**config.mk**
```make
export PLATFORM = sky130hd
export DESIGN_NAME = hie_event_reg
export DESIGN_NICKNAME = d
export VERILOG_FILES = /design/src/rtl/hie_pkg.sv /design/src/rtl/hie_edge_det.sv /design/src/rtl/hie_event_reg.sv
export VERILOG_INCLUDE_DIRS = /design/src /design/src/rtl
export SDC_FILE = /design/constraint.sdc
export NUM_CORES = 1
export LEC_CHECK = 0
export BUFFER_PORTS_ARGS = -buffer_cell sky130_fd_sc_hd__buf_2
export CORE_MARGIN = 8
export CORE_UTILIZATION = 30
export CTS_BUF_LIST = sky130_fd_sc_hd__clkbuf_8 sky130_fd_sc_hd__clkbuf_16
export DETAILED_ROUTE_END_ITERATION = 8
export PLACE_DENSITY = 0.62
export REMOVE_ABC_BUFFERS = 1
export SYNTH_ARGS = -nofsm -noshare
export SYNTH_HDL_FRONTEND = slang
export SYNTH_SLANG_ARGS = --single-unit
```
**constraint.sdc**
```tcl
create_clock -name clk_sys -period 1.25 [get_ports clk_sys]
set_input_delay 0.25 -clock clk_sys [delete_from_list [all_inputs] [get_ports clk_sys]]
set_output_delay 0.25 -clock clk_sys [all_outputs]
set_load 0.05 [all_outputs]
```
**src/rtl/hie_regs.svh**
```systemverilog
// register offsets, field positions and reset values of the host interrupt event block
// assumes an apb slave decoding byte addresses, one 32-bit word per register
`ifndef HIE_REGS_SVH
`define HIE_REGS_SVH

// -----------------------------------------------------------------
// offsets
// -----------------------------------------------------------------
`define HIE_OFF_EVENT_SET    12'h080
`define HIE_OFF_EVENT_CLEAR  12'h084
`define HIE_OFF_EVENT_MASK   12'h088
`define HIE_OFF_CHAN_MASK_LO 12'h08c
`define HIE_OFF_CTRL         12'h090

// -----------------------------------------------------------------
// event bit positions
// -----------------------------------------------------------------
`define HIE_BIT_MAKER        30
`define HIE_BIT_XCVR_REG     26
`define HIE_BIT_OVERRUN      25
`define HIE_BIT_FATAL        24
`define HIE_BIT_MISMATCH     23
`define HIE_BIT_MISSING      22
`define HIE_BIT_ROLLOVER     21
`define HIE_BIT_PERIOD       20
`define HIE_BIT_XCVR_STAT    19
`define HIE_BIT_LINK_RESET   17
`define HIE_BIT_IDENT_DONE   16
`define HIE_BIT_ISO_RX       7
`define HIE_BIT_ISO_TX       6
`define HIE_BIT_ATOMIC       9
`define HIE_BIT_BUFFERED     8
`define HIE_BIT_REPLY_PKT    5
`define HIE_BIT_REQUEST_PKT  4
`define HIE_BIT_ASYNC_REPLY  3
`define HIE_BIT_ASYNC_REQ    2
`define HIE_BIT_REPLY_DONE   1
`define HIE_BIT_REQUEST_DONE 0

// bits that software may set and clear; bit 18 is reserved and stays out
`define HIE_SC_MASK          32'h47fb_033f
// hardware-only summary bits, maskable but never written as events
`define HIE_ISO_SUM_MASK     32'h0000_00c0
// bits whose hardware setting is blocked while the fatal bit stands (per-context dma events)
`define HIE_DMA_EVT_MASK     32'h0000_003f
// control register field: timing source enable
`define HIE_CTRL_TSE_BIT     0
`define HIE_RX_CHAN_LOW      5

// -----------------------------------------------------------------
// reset values
// -----------------------------------------------------------------
`define HIE_RST_EVENT        32'h0000_0000
`define HIE_RST_MASK         32'h0000_0000
`define HIE_RST_CHAN         5'h00
`define HIE_RST_CTRL         1'h0

`endif

```
**src/rtl/hie_pkg.sv**
```systemverilog
// types shared by the host interrupt event block
// assumes hie_regs.svh supplies all numeric constants
package hie_pkg;

    typedef logic [31:0] hie_word_t;

    typedef struct packed {
        logic [31:0] event_bits;
        logic [31:0] mask_bits;
        logic [4:0]  rx_chan;
        logic        tse;
        logic        cyc_lsb;
        logic [31:0] rdata;
    } hie_state_s;

endpackage : hie_pkg

```
**src/rtl/hie_edge_det.sv**
```systemverilog
// per-bit asserting edge detector for interrupt sources
// assumes sources are synchronous to clk_sys
module hie_edge_det #(
    parameter int WIDTH = 32
) (
    // clock and reset
    input  wire logic             clk_sys,
    input  wire logic             rst_b,
    // source levels and edge pulses
    input  wire logic [WIDTH-1:0] level,
    output logic      [WIDTH-1:0] rise
);

    logic [WIDTH-1:0] prev_q;

    always_ff @(posedge clk_sys or negedge rst_b) begin
        if (!rst_b) begin
            prev_q <= '0;
        end else begin
            prev_q <= level;
        end
    end

    genvar gi;
    generate
        for (gi = 0; gi < WIDTH; gi++) begin : g_bit
            assign rise[gi] = level[gi] & ~prev_q[gi];
        end
    endgenerate

endmodule : hie_edge_det

```
**src/rtl/hie_event_reg.sv**
```systemverilog
// host interrupt event register with set/clear ports, mask, channel mask low, apb slave
// assumes apb master on clk_sys, event sources synchronous to clk_sys
//
// Contract
// - channel mask low bits 0..4 enable receive of channel equal to bit number
// - event bit sets on source rising edge and then stays set
// - writing 1 to set port sets bit; 0 leaves it alone
// - only a 1 written to clear port clears a bit
// - event reads return event bits anded with mask bits
// - bit 30 is a maker-defined event, settable and clearable
// - reserved bits read zero and ignore writes
// - iso summary bits 7 and 6 follow hardware, ignore software writes
// - bits 26..19, 17, 16 are settable and clearable events
// - bits 9, 8, 5..0 are settable and clearable events
// - bit 30 raised when serial configuration rom read completes
// - cycle overrun while timing source clears timing source enable
// - fatal fault bit set blocks normal dma context events
// - new period event raised on each toggle of cycle count lsb
//
// Implementation choice: the APB slave port.
`include "hie_regs.svh"

module hie_event_reg (
    // clock and reset
    input  wire logic        clk_sys,
    input  wire logic        rst_b,
    // apb slave
    input  wire logic        psel,
    input  wire logic        penable,
    input  wire logic        pwrite,
    input  wire logic [11:0] paddr,
    input  wire logic [31:0] pwdata,
    output logic      [31:0] prdata,
    output logic             pready,
    output logic             pslverr,
    // event sources
    input  wire logic        rom_read_done,
    input  wire logic        transceiver_reg_byte_arrived,
    input  wire logic        cycle_overrun_event,
    input  wire logic        fatal_fault_event,
    input  wire logic        cycle_time_mismatch_event,
    input  wire logic        missing_cycle_event,
    input  wire logic        sixty_four_sec_rollover_event,
    input  wire logic        cycle_count_lsb,
    input  wire logic        transceiver_status_req,
    input  wire logic        link_reset_seen,
    input  wire logic        node_identify_done,
    input  wire logic        atomic_reply_fault,
    input  wire logic        buffered_write_fault,
    input  wire logic        reply_packet_event,
    input  wire logic        request_packet_event,
    input  wire logic        async_reply_buffer_event,
    input  wire logic        async_request_buffer_event,
    input  wire logic        reply_send_done,
    input  wire logic        request_send_done,
    // iso context pending levels
    input  wire logic [7:0]  iso_rx_ctx_pending,
    input  wire logic [7:0]  iso_tx_ctx_pending,
    // outputs to link and dma
    output logic [4:0]       rx_chan_enable,
    output logic             timing_source_enable,
    output logic             irq
);

    // -----------------------------------------------------------------
    // state
    // -----------------------------------------------------------------
    hie_pkg::hie_state_s st_q;
    hie_pkg::hie_state_s st_d;

    hie_pkg::hie_word_t src_level;
    hie_pkg::hie_word_t src_rise;
    hie_pkg::hie_word_t hw_set;
    hie_pkg::hie_word_t sw_set;
    hie_pkg::hie_word_t sw_clr;
    hie_pkg::hie_word_t masked;
    logic               wr_en;
    logic               rd_en;
    logic               addr_ok;
    logic               period_tick;
    logic               rx_sum;
    logic               tx_sum;

    // -----------------------------------------------------------------
    // source collection
    // -----------------------------------------------------------------
    always_comb begin
        src_level                        = '0;
        src_level[`HIE_BIT_MAKER]        = rom_read_done;
        src_level[`HIE_BIT_XCVR_REG]     = transceiver_reg_byte_arrived;
        src_level[`HIE_BIT_OVERRUN]      = cycle_overrun_event;
        src_level[`HIE_BIT_FATAL]        = fatal_fault_event;
        src_level[`HIE_BIT_MISMATCH]     = cycle_time_mismatch_event;
        src_level[`HIE_BIT_MISSING]      = missing_cycle_event;
        src_level[`HIE_BIT_ROLLOVER]     = sixty_four_sec_rollover_event;
        src_level[`HIE_BIT_XCVR_STAT]    = transceiver_status_req;
        src_level[`HIE_BIT_LINK_RESET]   = link_reset_seen;
        src_level[`HIE_BIT_IDENT_DONE]   = node_identify_done;
        src_level[`HIE_BIT_ATOMIC]       = atomic_reply_fault;
        src_level[`HIE_BIT_BUFFERED]     = buffered_write_fault;
        src_level[`HIE_BIT_REPLY_PKT]    = reply_packet_event;
        src_level[`HIE_BIT_REQUEST_PKT]  = request_packet_event;
        src_level[`HIE_BIT_ASYNC_REPLY]  = async_reply_buffer_event;
        src_level[`HIE_BIT_ASYNC_REQ]    = async_request_buffer_event;
        src_level[`HIE_BIT_REPLY_DONE]   = reply_send_done;
        src_level[`HIE_BIT_REQUEST_DONE] = request_send_done;
    end

    hie_edge_det #(
        .WIDTH (32)
    ) u_edge (
        .clk_sys (clk_sys),
        .rst_b   (rst_b),
        .level   (src_level),
        .rise    (src_rise)
    );

    // either edge of the cycle count lsb marks a new period
    assign period_tick = cycle_count_lsb ^ st_q.cyc_lsb;

    // summaries are reloaded from live levels into the event bits every cycle, so they cannot go stale
    assign rx_sum = |iso_rx_ctx_pending;
    assign tx_sum = |iso_tx_ctx_pending;

    // -----------------------------------------------------------------
    // apb decode
    // -----------------------------------------------------------------
    assign addr_ok = (paddr == `HIE_OFF_EVENT_SET) || (paddr == `HIE_OFF_EVENT_CLEAR) ||
                     (paddr == `HIE_OFF_EVENT_MASK) || (paddr == `HIE_OFF_CHAN_MASK_LO) ||
                     (paddr == `HIE_OFF_CTRL);
    assign wr_en   = psel && penable && pwrite && addr_ok;
    assign rd_en   = psel && !penable && !pwrite;
    assign pready  = 1'b1;
    assign pslverr = psel && penable && !addr_ok;

    assign sw_set = (wr_en && paddr == `HIE_OFF_EVENT_SET) ?
                    (pwdata & `HIE_SC_MASK) : '0;
    assign sw_clr = (wr_en && paddr == `HIE_OFF_EVENT_CLEAR) ?
                    (pwdata & `HIE_SC_MASK) : '0;

    // -----------------------------------------------------------------
    // hardware set terms
    // -----------------------------------------------------------------
    always_comb begin
        hw_set                     = src_rise & `HIE_SC_MASK;
        hw_set[`HIE_BIT_PERIOD]    = period_tick;
        // a standing fatal fault keeps dma context events from setting
        if (st_q.event_bits[`HIE_BIT_FATAL]) begin
            hw_set = hw_set & ~`HIE_DMA_EVT_MASK;
        end
    end

    // -----------------------------------------------------------------
    // next state
    // -----------------------------------------------------------------
    always_comb begin
        st_d          = st_q;
        st_d.cyc_lsb  = cycle_count_lsb;
        // set wins over clear in the same cycle
        st_d.event_bits = ((st_q.event_bits & ~sw_clr) | sw_set | hw_set)
                          & `HIE_SC_MASK;
        st_d.event_bits[`HIE_BIT_ISO_RX] = rx_sum;
        st_d.event_bits[`HIE_BIT_ISO_TX] = tx_sum;

        if (wr_en && paddr == `HIE_OFF_EVENT_MASK) begin
            st_d.mask_bits = pwdata & (`HIE_SC_MASK | `HIE_ISO_SUM_MASK);
        end
        if (wr_en && paddr == `HIE_OFF_CHAN_MASK_LO) begin
            st_d.rx_chan = pwdata[`HIE_RX_CHAN_LOW-1:0];
        end
        if (wr_en && paddr == `HIE_OFF_CTRL) begin
            st_d.tse = pwdata[`HIE_CTRL_TSE_BIT];
        end
        // hardware clear takes priority over a simultaneous software write
        if (src_rise[`HIE_BIT_OVERRUN] && st_q.tse) begin
            st_d.tse = 1'b0;
        end

        if (rd_en) begin
            case (paddr)
                `HIE_OFF_EVENT_SET,
                `HIE_OFF_EVENT_CLEAR:  st_d.rdata = masked;
                `HIE_OFF_EVENT_MASK:   st_d.rdata = st_q.mask_bits;
                `HIE_OFF_CHAN_MASK_LO: st_d.rdata = {27'h0, st_q.rx_chan};
                `HIE_OFF_CTRL:         st_d.rdata = {31'h0, st_q.tse};
                default:               st_d.rdata = '0;
            endcase
        end
    end

    assign masked = st_q.event_bits & st_q.mask_bits;

    // -----------------------------------------------------------------
    // registers
    // -----------------------------------------------------------------
    always_ff @(posedge clk_sys or negedge rst_b) begin
        if (!rst_b) begin
            st_q.event_bits <= `HIE_RST_EVENT;
            st_q.mask_bits  <= `HIE_RST_MASK;
            st_q.rx_chan    <= `HIE_RST_CHAN;
            st_q.tse        <= `HIE_RST_CTRL;
            st_q.cyc_lsb    <= 1'b0;
            st_q.rdata      <= '0;
        end else begin
            st_q <= st_d;
        end
    end

    // -----------------------------------------------------------------
    // outputs
    // -----------------------------------------------------------------
    assign prdata               = st_q.rdata;
    assign rx_chan_enable       = st_q.rx_chan;
    assign timing_source_enable = st_q.tse;
    assign irq                  = |masked;

endmodule : hie_event_reg

```
==> metrics.yaml <==
start_util_pct: 30.3
fin_util_pct: 45.0
required_ps: 1000
core_um2: 13700
period_needed_ps: 2180
grtUsageTotal_pct: 15.1
fin_area_um2: 6140
setup_viol: 68
cp_max_fo: 2
cp.arrival_ps: 1930
drv_cap: 0
grt_max_degree: 33
power.density_nw_per_um2: 1020
layout_common_cells: "dfrtp_1 (87), buf_2 (82), buf_4 (51), inv_1 (28), mux2_4 (26)"
clock_path_buffers: 2
grt_setup_unrepaired: "yes"
clk_pin_slew_ps: 60
endpoint_kind: "primary output"
cts_num_sinks: 88
portBuffers: 101
synth_edf_count: 0
max-vdd-ir-drop_mv: 0.664
seqPwrFrac_pct: 46.3
max_clock_freq_mhz: 459
synthCells: 373
synth-main-ff-cell: "dfrtp_1"
clockRootBuffer: "clkbuf_16"
drc: 0
routed_wl_um: 13500
hold_path_class: "in2reg"
grt_pass1_wl_um: 21100
start_kind: "flip-flop"
layout_commonest_cell: "dfrtp_1"
place_congestion: 0.817
synthesis.area_um2: 4140
power_frac_comb_pct: 8.9
status: "finished, violations left"
synth-async-reset-ratio_pct: 100
wire_per_inst_um: 19.1
fillCellCount: 1243
slew_violations: 0
crit_type: "reg2out"
floorplan.rows: 43
p_int_uw: 4840
drive_gt1_share_pct: 51.1
grt_remaining_overflow: 0
p_clk_share_pct: 44.8
grt_pass1_vias: 3753
seq_area_frac_synth_pct: 53.3
fp.dieH_um: 133
dpl.hpwl_um: 8690
failed_checks: "setup timing"
synthToLayoutAreaGrowth_pct: 48.6
period_share_pct: 174
synth_cell_types: 46
switchingPower_uw: 1440
clock_latency_ps: 340
skew_ps: 8.01
via_count: 3464
ys_warn_count: 0
fp.dieW_um: 133
io_pins: 125
hold_violations: 0
synth.avg_cell_area_um2: 11.1
antenna_found_initial: 2
dr.pass1.iters: 4
fin_ws_ps: -927
ant_nets: 0
swShare_pct: 23.0
vias_per_cell: 4.91
ys_seq_elements: 88
drt-initial-drc-count: 222
final_nets: 603
p_leak_uw: 0.00296
cts_tree: "yes"
cts-buffers-inserted: 9
placement.cell_area_um2: 5030
die_area_um2: 17800
htreeDepth: 3
[layer usage]
layer	up-vias	routed length [um]	track usage (%)
li1	1580	-	-
met2	107	6590	24.8
met1	1749	5580	18.4
met4	4	236	3.68
met5	-	22	0
met3	24	1060	5.53
[path summary, 6_finish.rpt]
kind / start / end / slack (ps) / depth (start not counted)
max in group asynchronous: rst_b / st_q[80]$_DFF_PN0_ / 460 / 3
setup / recovery: st_q[43]$_DFFE_PN0P_ / irq / -930 / 5
setup reg to reg: st_q[39]$_DFFE_PN0P_ / prdata[0]$_DFFE_PN0P_ / -20 / 5
min in group asynchronous: rst_b / prdata[8]$_DFFE_PN0P_ / 330 / 2
hold / removal: reply_packet_event / u_edge.prev_q[5]$_DFF_PN0_ / 30 / 1
hold reg to reg: prdata[3]$_DFFE_PN0P_ / prdata[3]$_DFFE_PN0P_ / 480 / 1
[logic make-up (layout without fill, tap and decap cells)]
group	count (synthesis)	after routing	share of synthesized area [%]
flip-flops	88	88	53.3
buffers and inverters	81	222	11.5
multiplexers	32	32	8.56
AO/OA/AOI/OAI	92	92	15.1
XOR/XNOR	1	1	0.212
other	2	13	0.182
AND/OR/NAND/NOR	77	77	11.2
[synthesized netlist by cell type, types with 2 or more instances]
library cell	count	area, um^2
a22o_1	4	35.0
a2111oi_0	4	35.0
dfrtp_1	88	2200
nor4bb_1	2	20.0
mux2_2	26	293
o21ai_0	31	155
inv_1	26	97.6
mux2i_1	5	50.1
nand4b_1	2	17.5
nand3_1	15	75.1
nor4_1	4	25.0
nor3b_1	6	45.0
nand4_1	3	18.8
a21o_1	4	30.0
conb_1	2	7.51
a221oi_1	3	26.3
a21oi_1	18	90.1
nand2_1	27	101
a221o_1	16	160
clkbuf_1	10	37.5
nor2_2	2	12.5
buf_4	41	308
nor2_1	3	11.3
a211o_1	3	26.3
buf_2	2	10.0
buf_6	2	22.5
and2_1	3	18.8
a22oi_1	3	22.5
[stage by stage]
step	setup TNS [ps]	hold WS, ps	setup WS [ps]	total power, uW	cells
floorplan	-26680	-45.6	-695	3120	328
global placement	-28070	137	-633	3440	667
detailed placement	-30060	140	-603	3460	667
CTS	-7020	15.5	-910	6330	703
global route	-16080	14.5	-924	6500	704
finish	-11900	26.1	-927	6280	705
[worst max-delay path, cell delays in order, from the launching register on]
cell	delay (ps)
dfrtp_1	390
a222oi_1	450
buf_4	180
nand4_1	120
nand4b_1	260
buf_6	190
[power groups by stage]
stage	Combinational [uW]	Clock (uW)	Sequential, uW
2_1_floorplan	168	0	2960
3_3_place_gp	489	0	2960
3_5_place_dp	500	0	2960
4_1_cts	550	2870	2900
5_1_grt	610	2990	2910
6_report	560	2810	2900
[final cells by class]
cell class	instances	area [um^2]	area share, %
Inverter	26	97.6	1.59
Multi-Input combinational cell	214	1830	29.8
Tap cell	180	225	3.67
Sequential cell	88	2200	35.9
Clock buffer	9	225	3.67
Antenna cell	1	2.50	0.0407
Timing Repair Buffer	180	1470	23.9
Clock inverter	7	88.8	1.45
[timing repair]
item,4_1_cts,5_1_grt
cloned,7,2
buffers inserted,14,3
hold endpoints to repair,14,0
setup endpoints to repair,57,76
gates resized for setup,104,53
pin swaps,19,31
hold buffers,1,0
[state kept, by name, indices dropped and copies added, names as in the netlist]
register / count
timing_source_enable: 1
st_q: 43
u_edge.prev_q: 18
rx_chan_enable: 5
prdata: 21
(Power assumes the default switching activity.)
